[src/include/ass_pkg.sv]
// Package for the scan input selector: offsets, fields, reset values and timing.
package ass_pkg;
    localparam logic [7:0] ADDR_SCAN_MASK = 8'h00;
    localparam logic [7:0] ADDR_CTRL = 8'h04;
    localparam logic [7:0] ADDR_STATUS = 8'h08;
    localparam logic [7:0] ADDR_RESULT0 = 8'h40;
    localparam int MASK_W = 16;
    localparam int RES_W = 10;
    localparam int BUF_DEPTH = 16;
    localparam int PIN_COUNT = 13;
    localparam int CH_CHARGE_TIME_MEASURE_UNIT = 13;
    localparam int CH_INTERNAL_VOLTAGE_REFERENCE = 14;
    localparam int CH_GND = 15;
    localparam logic [15:0] MASK_RESET = 16'h0000;
    localparam logic [4:0] CTRL_RESET = 5'h00;
    localparam int CTRL_SCAN_EN = 0;
    localparam int CTRL_SWTRIG = 1;
    localparam int CTRL_TSEL_LO = 2;
    localparam int CTRL_TSEL_HI = 3;
    localparam int CTRL_AUTO = 4;
    localparam real SAMPLE_TIME_NS = 200.0;
    localparam real CLK_PERIOD_NS = 100.0;
    localparam int SAMPLE_CYC = (int'($ceil(SAMPLE_TIME_NS / CLK_PERIOD_NS)) < 1) ? 1 :
        int'($ceil(SAMPLE_TIME_NS / CLK_PERIOD_NS));
    localparam logic [1:0] TSEL_SOFT = 2'h0;
    localparam logic [1:0] TSEL_EXT = 2'h1;
    localparam logic [1:0] TSEL_TIMER = 2'h2;
    localparam logic [1:0] TSEL_AUTO = 2'h3;
    localparam logic [1:0] RESP_OKAY = 2'h0;
    localparam logic [1:0] RESP_SLVERR = 2'h2;
    typedef enum logic [1:0] {
        ASS_IDLE = 2'b00,
        ASS_SAMPLE = 2'b01,
        ASS_CONVERT = 2'b10,
        ASS_STORE = 2'b11
    } ass_state_t;
endpackage

[src/design/ass_top.sv]
// Scan input selector with SAR sequencer, result buffer and AXI4-Lite registers.
//
// Added by the designer: the AXI4-Lite interface to the registers and the placing of the registers.
`timescale 1ns/1ps
// Overview of operation
// - Mask register upper sixteen bits read zero
// - Set mask bit includes input in scan
// - Bits zero to twelve select analog pins
// - Bit thirteen selects charge time unit
// - Bit fourteen reference, fifteen ground rail
// - Missing pins convert low reference voltage
// - Automatic scan steps through enabled inputs
// - Sixteen word result buffer
// - Software selects conversion trigger source
// - Ten bit successive approximation result
module ass_top #(
    parameter int PINS = 13
) (
    input wire logic sys_clk, // System clock, 10 MHz
    input wire logic rst_b, // Asynchronous reset, active low
    input wire logic [31:0] s_axi_awaddr, // Write address
    input wire logic s_axi_awvalid, // Write address valid
    output logic s_axi_awready, // Write address ready
    input wire logic [31:0] s_axi_wdata, // Write data
    input wire logic [3:0] s_axi_wstrb, // Write byte strobes
    input wire logic s_axi_wvalid, // Write data valid
    output logic s_axi_wready, // Write data ready
    output logic [1:0] s_axi_bresp, // Write response
    output logic s_axi_bvalid, // Write response valid
    input wire logic s_axi_bready, // Write response ready
    input wire logic [31:0] s_axi_araddr, // Read address
    input wire logic s_axi_arvalid, // Read address valid
    output logic s_axi_arready, // Read address ready
    output logic [31:0] s_axi_rdata, // Read data
    output logic [1:0] s_axi_rresp, // Read response
    output logic s_axi_rvalid, // Read data valid
    input wire logic s_axi_rready, // Read data ready
    input wire logic ext_trigger, // External conversion trigger pulse
    input wire logic timer_trigger, // Timer conversion trigger pulse
    output logic [3:0] analog_mux_sel, // Selected channel index
    output logic use_low_reference, // Convert low reference instead
    output logic sample_hold, // Sample switch closed
    output logic [9:0] dac_code, // SAR trial code to comparator DAC
    input wire logic comparator_out, // High when input at or above trial code
    output logic conv_done // One-cycle pulse per stored result
);
    localparam int IW = $clog2(ass_pkg::MASK_W);
    logic [15:0] scan_input_select_bits;
    logic [4:0] ctrl;
    logic [9:0] result_buf [ass_pkg::BUF_DEPTH];
    logic [3:0] buf_ptr;
    logic [3:0] chan;
    logic [9:0] sar;
    logic [3:0] bit_idx;
    logic [7:0] cnt;
    logic busy_flag;
    logic buf_full;
    ass_pkg::ass_state_t state;

    // Write channel: both halves latched in either order
    logic aw_held;
    logic w_held;
    logic [7:0] aw_addr;
    logic [31:0] w_data;
    logic [3:0] w_strb;
    wire aw_take = s_axi_awvalid && s_axi_awready;
    wire w_take = s_axi_wvalid && s_axi_wready;
    wire wr_go = aw_held && w_held && !s_axi_bvalid;
    wire wr_mask = wr_go && aw_addr == ass_pkg::ADDR_SCAN_MASK;
    wire wr_ctrl = wr_go && aw_addr == ass_pkg::ADDR_CTRL;
    wire wr_ok = wr_mask || wr_ctrl;
    assign s_axi_awready = !aw_held && !s_axi_bvalid;
    assign s_axi_wready = !w_held && !s_axi_bvalid;

    always_ff @(posedge sys_clk or negedge rst_b)
    begin
        if (!rst_b)
        begin
            aw_held <= 1'b0;
            w_held <= 1'b0;
            aw_addr <= 8'h00;
            w_data <= 32'h0000_0000;
            w_strb <= 4'h0;
        end
        else
        begin
            if (aw_take)
            begin
                aw_held <= 1'b1;
                aw_addr <= s_axi_awaddr[7:0];
            end
            else if (wr_go)
                aw_held <= 1'b0;
            if (w_take)
            begin
                w_held <= 1'b1;
                w_data <= s_axi_wdata;
                w_strb <= s_axi_wstrb;
            end
            else if (wr_go)
                w_held <= 1'b0;
        end
    end

    always_ff @(posedge sys_clk or negedge rst_b)
    begin
        if (!rst_b)
        begin
            s_axi_bvalid <= 1'b0;
            s_axi_bresp <= ass_pkg::RESP_OKAY;
        end
        else if (wr_go)
        begin
            s_axi_bvalid <= 1'b1;
            s_axi_bresp <= wr_ok ? ass_pkg::RESP_OKAY : ass_pkg::RESP_SLVERR;
        end
        else if (s_axi_bready)
            s_axi_bvalid <= 1'b0;
    end

    // Trigger selection
    logic [1:0] tsel;
    assign tsel = ctrl[ass_pkg::CTRL_TSEL_HI:ass_pkg::CTRL_TSEL_LO];
    wire scan_on = ctrl[ass_pkg::CTRL_SCAN_EN];
    // An empty mask leaves the scan nothing to visit, so it is not started
    wire scan_en_ok = !scan_on || scan_input_select_bits != 16'h0000;
    wire trig = (tsel == ass_pkg::TSEL_SOFT) ? ctrl[ass_pkg::CTRL_SWTRIG] :
        (tsel == ass_pkg::TSEL_EXT) ? ext_trigger :
        (tsel == ass_pkg::TSEL_TIMER) ? timer_trigger : ctrl[ass_pkg::CTRL_AUTO];
    wire start = trig && state == ass_pkg::ASS_IDLE && scan_en_ok;
    wire sw_start = ctrl[ass_pkg::CTRL_SWTRIG] && state == ass_pkg::ASS_IDLE;

    // Upper half of the data word has no storage, so writes there vanish
    wire [15:0] next_mask = {w_strb[1] ? w_data[15:8] : scan_input_select_bits[15:8],
        w_strb[0] ? w_data[7:0] : scan_input_select_bits[7:0]};

    always_ff @(posedge sys_clk or negedge rst_b)
    begin
        if (!rst_b)
        begin
            scan_input_select_bits <= ass_pkg::MASK_RESET;
            ctrl <= ass_pkg::CTRL_RESET;
        end
        else
        begin
            if (wr_mask)
                scan_input_select_bits <= next_mask;
            if (wr_ctrl && w_strb[0])
                ctrl <= w_data[4:0];
            else if (sw_start)
                ctrl[ass_pkg::CTRL_SWTRIG] <= 1'b0;
        end
    end

    // Read channel
    wire [7:0] ra = s_axi_araddr[7:0];
    wire rd_buf = ra >= ass_pkg::ADDR_RESULT0 && ra < ass_pkg::ADDR_RESULT0 + 8'h40;
    wire [3:0] rd_idx = 4'((ra - ass_pkg::ADDR_RESULT0) >> 2);
    wire rd_mask = ra == ass_pkg::ADDR_SCAN_MASK;
    wire rd_ctrl = ra == ass_pkg::ADDR_CTRL;
    wire rd_stat = ra == ass_pkg::ADDR_STATUS;
    wire rd_hit = rd_mask || rd_ctrl || rd_stat || rd_buf;
    wire [31:0] rd_word = rd_mask ? {16'h0000, scan_input_select_bits} :
        rd_ctrl ? {27'h0000000, ctrl} :
        rd_stat ? {22'h000000, buf_full, busy_flag, chan, buf_ptr} :
        rd_buf ? {22'h000000, result_buf[rd_idx]} : 32'h0000_0000;
    assign s_axi_arready = !s_axi_rvalid;

    always_ff @(posedge sys_clk or negedge rst_b)
    begin
        if (!rst_b)
        begin
            s_axi_rvalid <= 1'b0;
            s_axi_rdata <= 32'h0000_0000;
            s_axi_rresp <= ass_pkg::RESP_OKAY;
        end
        else if (s_axi_arvalid && s_axi_arready)
        begin
            s_axi_rvalid <= 1'b1;
            s_axi_rdata <= rd_word;
            s_axi_rresp <= rd_hit ? ass_pkg::RESP_OKAY : ass_pkg::RESP_SLVERR;
        end
        else if (s_axi_rready)
            s_axi_rvalid <= 1'b0;
    end

    // Next enabled channel above the current one, wrapping to the lowest
    function automatic logic [3:0] next_chan(input logic [15:0] m, input logic [3:0] c);
        logic [3:0] r;
        logic found;
        r = c;
        found = 1'b0;
        for (int k = 1; k <= 16; k++)
        begin
            if (!found && m[4'(int'(c) + k)])
            begin
                r = 4'(int'(c) + k);
                found = 1'b1;
            end
        end
        return r;
    endfunction
    wire [3:0] scan_next = next_chan(scan_input_select_bits, chan);

    assign analog_mux_sel = chan;
    // Channels below 13 without a bonded pin fall back to the low reference
    assign use_low_reference = int'(chan) < ass_pkg::PIN_COUNT && int'(chan) >= PINS;
    assign sample_hold = state == ass_pkg::ASS_SAMPLE;
    assign dac_code = sar;

    // Buffer words carry no reset, so they can map onto plain memory
    always_ff @(posedge sys_clk)
    begin
        if (state == ass_pkg::ASS_STORE)
            result_buf[buf_ptr] <= sar;
    end

    always_ff @(posedge sys_clk or negedge rst_b)
    begin
        if (!rst_b)
        begin
            state <= ass_pkg::ASS_IDLE;
            chan <= 4'h0;
            sar <= 10'h000;
            bit_idx <= 4'h0;
            cnt <= 8'h00;
            buf_ptr <= 4'h0;
            buf_full <= 1'b0;
            conv_done <= 1'b0;
            busy_flag <= 1'b0;
        end
        else
        begin
            conv_done <= 1'b0;
            case (state)
                ass_pkg::ASS_IDLE:
                begin
                    if (start)
                    begin
                        state <= ass_pkg::ASS_SAMPLE;
                        busy_flag <= 1'b1;
                        cnt <= 8'(ass_pkg::SAMPLE_CYC - 1);
                        if (scan_on)
                            chan <= scan_next;
                    end
                end
                ass_pkg::ASS_SAMPLE:
                begin
                    if (cnt == 8'h00)
                    begin
                        state <= ass_pkg::ASS_CONVERT;
                        bit_idx <= 4'(ass_pkg::RES_W - 1);
                        sar <= 10'h200;
                    end
                    else
                        cnt <= cnt - 8'h01;
                end
                ass_pkg::ASS_CONVERT:
                begin
                    // One bit decided per clock, MSB first
                    if (!comparator_out)
                        sar[bit_idx] <= 1'b0;
                    if (bit_idx == 4'h0)
                        state <= ass_pkg::ASS_STORE;
                    else
                    begin
                        sar[bit_idx - 4'h1] <= 1'b1;
                        bit_idx <= bit_idx - 4'h1;
                    end
                end
                ass_pkg::ASS_STORE:
                begin
                    buf_ptr <= buf_ptr + 4'h1;
                    buf_full <= buf_full || buf_ptr == 4'hF;
                    conv_done <= 1'b1;
                    busy_flag <= 1'b0;
                    state <= ass_pkg::ASS_IDLE;
                end
                default:
                    state <= ass_pkg::ASS_IDLE;
            endcase
        end
    end
endmodule

[config.mk]
export PLATFORM = sky130hd
export DESIGN_NAME = ass_top
export DESIGN_NICKNAME = d
export VERILOG_FILES = /design/src/include/ass_pkg.sv /design/src/design/ass_top.sv
export SDC_FILE = /design/constraint.sdc
export NUM_CORES = 1
export LEC_CHECK = 0
export BUFFER_PORTS_ARGS = -buffer_cell sky130_fd_sc_hd__buf_2
export CAP_MARGIN = 20
export CORE_MARGIN = 2
export CORE_UTILIZATION = 56
export CTS_CLUSTER_SIZE = 25
export DETAILED_ROUTE_END_ITERATION = 8
export GPL_TIMING_DRIVEN = 1
export PLACE_DENSITY = 0.81
export SYNTH_ARGS = -nofsm -noshare
export SYNTH_HDL_FRONTEND = slang
export SYNTH_SLANG_ARGS = --single-unit
[constraint.sdc]
create_clock -name sys_clk -period 6.2 [get_ports sys_clk]
set_input_delay 0.31 -clock sys_clk [delete_from_list [all_inputs] [get_ports sys_clk]]
set_output_delay 0.31 -clock sys_clk [all_outputs]
set_load 0.01 [all_outputs]
## After elaboration in Yosys (flattened, before gate mapping)

Memories as Yosys holds them, arrays and structs flattened.
Cells that the tools add are included.

| word-level totals | value |
|---|---|
| memories | 1 |
| register bits | 122 |
| RAM bits | 160 |
| ROM bits | 0 |
| input port bits | 110 |
| latch bits | 0 |

Memory list:

| memory | depth | width | rd ports | clocked after memory_dff | wr ports | line | source |
|---|---|---|---|---|---|---|---|
| result_buf | 16 | 10 | 1 | 0 | 1 | ass_top.sv:50 | `logic [9:0] result_buf [ass_pkg::BUF_DEPTH];` |

| cells by class | value |
|---|---|
| shift-type cells | 0 |
| mux-type cells | 120 |
| reductions and logical operators | 82 |
| bitwise logic cells | 3 |
| div/mod/pow operators | 0 |
| magnitude comparators | 24 |
| $add $sub $neg | 20 |
| $mul | 0 |
| equality and inequality tests | 14 |

Operators by type and width:

| cell | number |
|---|---|
| $lt A4 B6 Y1 const B | 16 |
| $mux W4 | 18 |
| $mux W10 | 7 |
| $bmux W1 S4 | 16 |
| $mux W1 | 64 |
| $add A4 B4 Y4 const B | 8 |
| $logic_and A1 B1 Y1 | 32 |
| $reduce_bool A16 Y1 | 2 |
| $logic_not A8 Y1 | 3 |
| $logic_not A1 Y1 | 20 |
| $pmux W10 S2 | 1 |
| $add A4 B3 Y4 const B | 4 |
| $eq A8 B3 Y1 const B | 2 |
| $mux W16 | 1 |
| $mux W8 | 2 |
| $pmux W8 S2 | 1 |
| $reduce_bool A2 Y1 | 8 |
| $add A4 B1 Y4 const B | 3 |
| $and A10 B10 Y10 | 1 |
| $lt A4 B5 Y1 const B | 2 |
| $mux W2 | 5 |
| $not A10 Y10 | 1 |
| $or A10 B10 Y10 | 1 |
| $reduce_and A3 Y1 | 3 |
| other kinds (24) | 42 |

## Depth between registers and ports, before layout

| depth | value |
|---|---|
| depth after elaboration | 51 |
| depth in mapped cells | 16 |
| mapped depth without buffers | 11 |

## Worst setup path after synthesis

OpenSTA, ideal clock, no wires.

| path | value |
|---|---|
| path type | register -> register |
| from | reg chan[1], in the netlist analog_mux_sel[1] |
| to | reg chan[1], in the netlist analog_mux_sel[1] |
| cell stages (with the launch flop) | 15 |
| setup slack | 1.619 ns |
| arrival | 4.442 ns |
| buffers on the path | 3 |
| required time | 6.061 ns |
| period minus slack after synthesis | 4.581 ns |
| path through | dfrtp_1 > buf_1 > inv_1 > ha_1 > clkbuf_1 > mux4_2 > mux2_2 > a2111o_1 > or4b_1 > buf_6 > nor4_2 > nor3_1 > o221ai_1 > mux2i_1 > o31ai_1 |

| between the ends | value |
|---|---|
| word-level cells in the longest chain between the ends | 51 |

Ends and longest elaborated chain:

| what | line | source |
|---|---|---|
| start: declaration | ass_top.sv:52 | `logic [3:0] chan;` |
| start signal: assignment | ass_top.sv:244 | `chan <= scan_next;` |
| $add A4 B1 Y4 | ass_top.sv:195, ass_top.sv:197 |  |
| $bmux W1 S4 | ass_top.sv:195 | `if (!found && m[4'(int'(c) + k)])` |
| $mux W1 (implied by the code) (2 in series) | ass_top.sv:195 |  |
| $mux W1 | ass_top.sv:195 |  |
| $logic_not A1 Y1 | ass_top.sv:195 |  |
| $logic_and A1 B1 Y1 | ass_top.sv:195 |  |
| $mux W1 | ass_top.sv:195 |  |
| $logic_not A1 Y1 | ass_top.sv:195 |  |
| [... 34 more ...] | - |  |
| $mux W1 | ass_top.sv:195 |  |
| $logic_not A1 Y1 | ass_top.sv:195 |  |
| $logic_and A1 B1 Y1 | ass_top.sv:195 |  |
| $mux W1 | ass_top.sv:195 |  |
| $logic_not A1 Y1 | ass_top.sv:195 |  |
| $logic_and A1 B1 Y1 | ass_top.sv:195 |  |
| $reduce_bool A16 Y1 (no line) | - |  |
| $reduce_and A4 Y1 (no line) | - |  |

Parallel ways exist; a longest one is shown, timed or not. The select of a mux whose other input is x is not followed.
A chain may end at the register's enable or synchronous reset.

## Final worst setup path

| path | value |
|---|---|
| from | reg chan[1], in the netlist analog_mux_sel[1] |
| to | reg chan[0], in the netlist analog_mux_sel[0] |

| between the ends | value |
|---|---|
| word-level cells in the longest chain between the ends | 51 |

Ends and longest elaborated chain:

| what | line |
|---|---|
| $add A4 B1 Y4 | ass_top.sv:195 |
| $bmux W1 S4 | ass_top.sv:195 |
| $mux W1 (implied by the code) (2 in series) | ass_top.sv:195 |
| $mux W1 | ass_top.sv:195 |
| $logic_not A1 Y1 | ass_top.sv:195 |
| $logic_and A1 B1 Y1 | ass_top.sv:195 |
| $mux W1 | ass_top.sv:195 |
| $logic_not A1 Y1 | ass_top.sv:195 |
| [... 34 more ...] | - |
| $mux W1 | ass_top.sv:195 |
| $logic_not A1 Y1 | ass_top.sv:195 |
| $logic_and A1 B1 Y1 | ass_top.sv:195 |
| $mux W1 | ass_top.sv:195 |
| $logic_not A1 Y1 | ass_top.sv:195 |
| $logic_and A1 B1 Y1 | ass_top.sv:195 |
| $reduce_bool A16 Y1 (no line) | - |
| $reduce_and A4 Y1 (no line) | - |

Parallel ways exist; a longest one is shown, timed or not. The select of a mux whose other input is x is not followed.

==> reports/results.tsv <==
stage	metric	value	unit
yosys	async_flop_share	0.3939	
global_routing	grt.overflow.total	0	
placement	gp_congestion	0.9074	
timing	setup_violations	0	
yosys	ys_seq_elements	264	
critical_path	slowest_delay	0.68	ns
die	rows	56	
clock_tree	cts_tree	built	
route	routed_wl	31.27	mm
die	core	23400	um^2
global_routing	antenna_found_initial	0	
critical_path	crit_chain	buf_4 > inv_1 > ha_1 > xor2_1 > mux4_2 > mux2_2 > nand4_1 > nor4_2 > nor3_1 > o221ai_1 > a2111oi_0 > xnor2_1	
critical_path	required	6.65	ns
power_and_ir_drop	peakVddDrop	0.2308	mV
critical_path	critPathKind	flip-flop to flip-flop	
cells_and_area	num-fill-cells	1696	
timing	hold_viol	0	
cells_and_area	fin_util	0.6393	
route	ant_nets	0	
route	vias	8678	
cells_and_area	syn_to_final_growth	12.68	%
yosys	synth_flop_cell	edfxtp_1	
die	pin_count	168	
cells_and_area	layout-drive-gt1-share	0.2821	
route	drc_errors	0	
clock_tree	clk_pin_slew	0.06	ns
yosys	synth_area_leaders	edfxtp_1 36%, dfrtp_1 20%, mux4_2 13%	
timing	tightest_slew	1.142	ns
yosys	netlist_area	13280	um^2
job	drv_cap	0	
power_and_ir_drop	power_leakage	5.904	nW
critical_path	crit_arrival	5.19	ns
clock_tree	clock_latency	0.53	ns
cells_and_area	diodes	0	
yosys	synth_area_leader_cell	edfxtp_1	
timing	grt_setup_unrepaired	no	
power_and_ir_drop	finalPower	5.547	mW
power_and_ir_drop	power_density	370.7	nW/um^2
timing	period_needed	4.740	ns
route	drtPass1Iterations	7	
die	die_h	158.0	um
critical_path	start_kind	flip-flop	
yosys	yosys.area.top_type_share	0.3619	
placement	io_buffers	83	
outcome	status	completed	
timing	finalWorstSetupSlack	1.460	ns
critical_path	slowest_stage	mux4_2	
cells_and_area	nets	1174	
yosys	syn-instance-count	944	
route	routedWlPerCell	22.68	um
yosys	yosys_warnings	0	
timing	max_clock_freq	211.0	MHz
placement	dp_slack	1.524	ns
route	viasPerCell	6.293	
clock_tree	post_cts_resized	0	
clock_tree	cts_buffers	27	
critical_path	end_kind	flip-flop	
route	drt_iter0_drc	860	
clock_tree	cts.path.max_buffers	3	
clock_tree	root_buffer	clkbuf_16	
global_routing	grt_pass1_wl	48.24	mm
global_routing	grt_start_max_net_pins	61	
die	die_area	24960	um^2
global_routing	grt_pass1_vias	8503	
global_routing	grt_usage	0.2529	
clock_tree	postCtsSetupRepairBufs	0	
yosys	synth_area_per_cell	14.07	um^2
timing	post-route-period-util	0.7645	
yosys	synth_cell_types	70	
timing	fin_setup_tns	0	ns
timing	slew_headroom	0.2356	
critical_path	crit_fanout	17	
cells_and_area	multiInputGateArea	5548	um^2
timing	drv_slew	0	
placement	dp_hpwl	20.52	mm
worst_hold_path	hold_class	primary input to flip-flop	
die	start_util	0.5674	
timing	clock_skew	0.008281	ns
clock_tree	clock-sinks	264	
clock_tree	h-tree-depth	1	
yosys	synth_edf_count	160	
cells_and_area	regArea	7408	um^2
yosys	yosysSeqAreaShare	0.5579	
die	die_w	158.0	um
-- worst max-delay path, delay by kind of cell (launching register included) --
family / cells / cell delay [ns]
mux: 2 / 1.04
compound gates: 2 / 0.92
xor+xnor: 2 / 0.83
simple gates: 3 / 0.69
buf+inv: 2 / 0.51
flops: 1 / 0.36
fa+ha+maj: 1 / 0.30
-- registers in the layout (all words and copies together), names as in the netlist, 5 cells and up --
| signal | flops |
|---|---|
| aw_addr | 8 |
| cnt | 8 |
| ctrl | 5 |
| dac_code | 10 |
| result_buf | 160 |
| s_axi_rdata | 16 |
| scan_input_select_bits | 16 |
| w_data | 16 |
-- logic make-up (layout without fill, tap and decap cells) --
| logic type | Yosys count | after routing | synth area share |
|---|---|---|---|
| xor+xnor | 24 | 24 | 0.01583 |
| simple gates | 221 | 221 | 0.08104 |
| flops | 264 | 264 | 0.5579 |
| mux | 188 | 188 | 0.2220 |
| fa+ha+maj | 25 | 25 | 0.02356 |
| other cells | 1 | 18 | 0.0002824 |
| buf+inv | 80 | 179 | 0.02949 |
| compound gates | 141 | 141 | 0.06992 |
-- placed cells by master (no fill, tap or decap), types with 25 or more instances in the layout --
master     netlist  layout
mux2i_1         47      47
clkbuf_16        0      27
mux4_2          75      75
mux2_2          63      63
ha_1            25      25
edfxtp_1       160     160
buf_2            1      82
nor2_1          61      61
o21ai_0         42      42
nand2_1         66      66
dfrtp_1        104     103
a21oi_1         25      25
-- cell type report --
class | instances | share of cell area
Sequential cell | 264 | 0.4952
Tap cell | 319 | 0.02668
Multi-Input combinational cell | 617 | 0.3708
Timing Repair Buffer | 108 | 0.04198
Clock buffer | 27 | 0.04516
Clock inverter | 23 | 0.01497
Inverter | 21 | 0.005268
-- per-stage QoR --
step	hold slack, ns	std cells	cell area, um^2
2_1_floorplan	0.01441	961	13340
3_3_place_gp	0.3593	1319	13960
3_5_place_dp	0.3537	1319	13960
4_1_cts	0.001127	1375	14920
5_1_grt	0.0007114	1379	14960
6_report	0.01365	1379	14960
-- repair_timing --
action | in CTS | in global routing
hold endpoints to repair | 49 | 0
hold buffers | 6 | 0
setup endpoints to repair | 0 | 0
-- synth_stat cells, types with 3 or more instances --
master	count
buf_4	20
a22oi_1	3
nor2_1	61
a22o_1	8
o211ai_1	4
mux4_2	75
a221oi_1	3
dfrtp_1	104
nand4_1	7
o31ai_1	12
nand3_1	14
edfxtp_1	160
nor4_1	8
mux2_2	63
xor2_1	7
nor2b_1	4
o21ai_0	42
a211oi_1	6
ha_1	25
a21oi_1	25
nand3b_1	3
and2_1	9
nand2_1	66
and3_1	7
a32oi_1	4
or3_1	3
inv_1	19
xnor2_1	17
clkbuf_1	27
nor3_1	14
a31oi_1	8
nand2b_1	10
buf_1	9
mux4_1	3
mux2i_1	47
-- per-layer routing --
metal  part of all wire  global-route usage  vias to the layer above  wire length (um)
met5                  0                   0                        -                 0
met4              0.023             0.06864                        0               725
met3              0.086             0.03504                       55              2690
met2               0.49              0.4133                      456             15260
met1               0.40              0.3614                     4341             12600
li1                   -                   -                     3826                 -
-- worst paths after layout --
kind                                               start                            end  slack, ns  depth (start not counted)
setup / recovery           analog_mux_sel[1]$_DFFE_PN0P_  analog_mux_sel[0]$_DFFE_PN0P_       1.46                         12
hold / removal                           s_axi_wdata[14]         w_data[14]$_DFFE_PN0P_       0.01                          2
setup reg to reg           analog_mux_sel[1]$_DFFE_PN0P_  analog_mux_sel[0]$_DFFE_PN0P_       1.46                         12
hold reg to reg               s_axi_rdata[3]$_DFFE_PN0P_     s_axi_rdata[3]$_DFFE_PN0P_       0.48                          2
max in group asynchronous                          rst_b         w_data[10]$_DFFE_PN0P_       4.66                          3
min in group asynchronous                          rst_b  analog_mux_sel[2]$_DFFE_PN0P_       0.32                          2
-- where the power goes --
part	total (mW)	internal (mW)	switching, mW
Clock	1.63	0.934	0.696
Sequential	2.46	2.17	0.291
Combinational	1.46	0.644	0.813
Total	5.55	3.75	1.80
(Power assumes the default switching activity.)
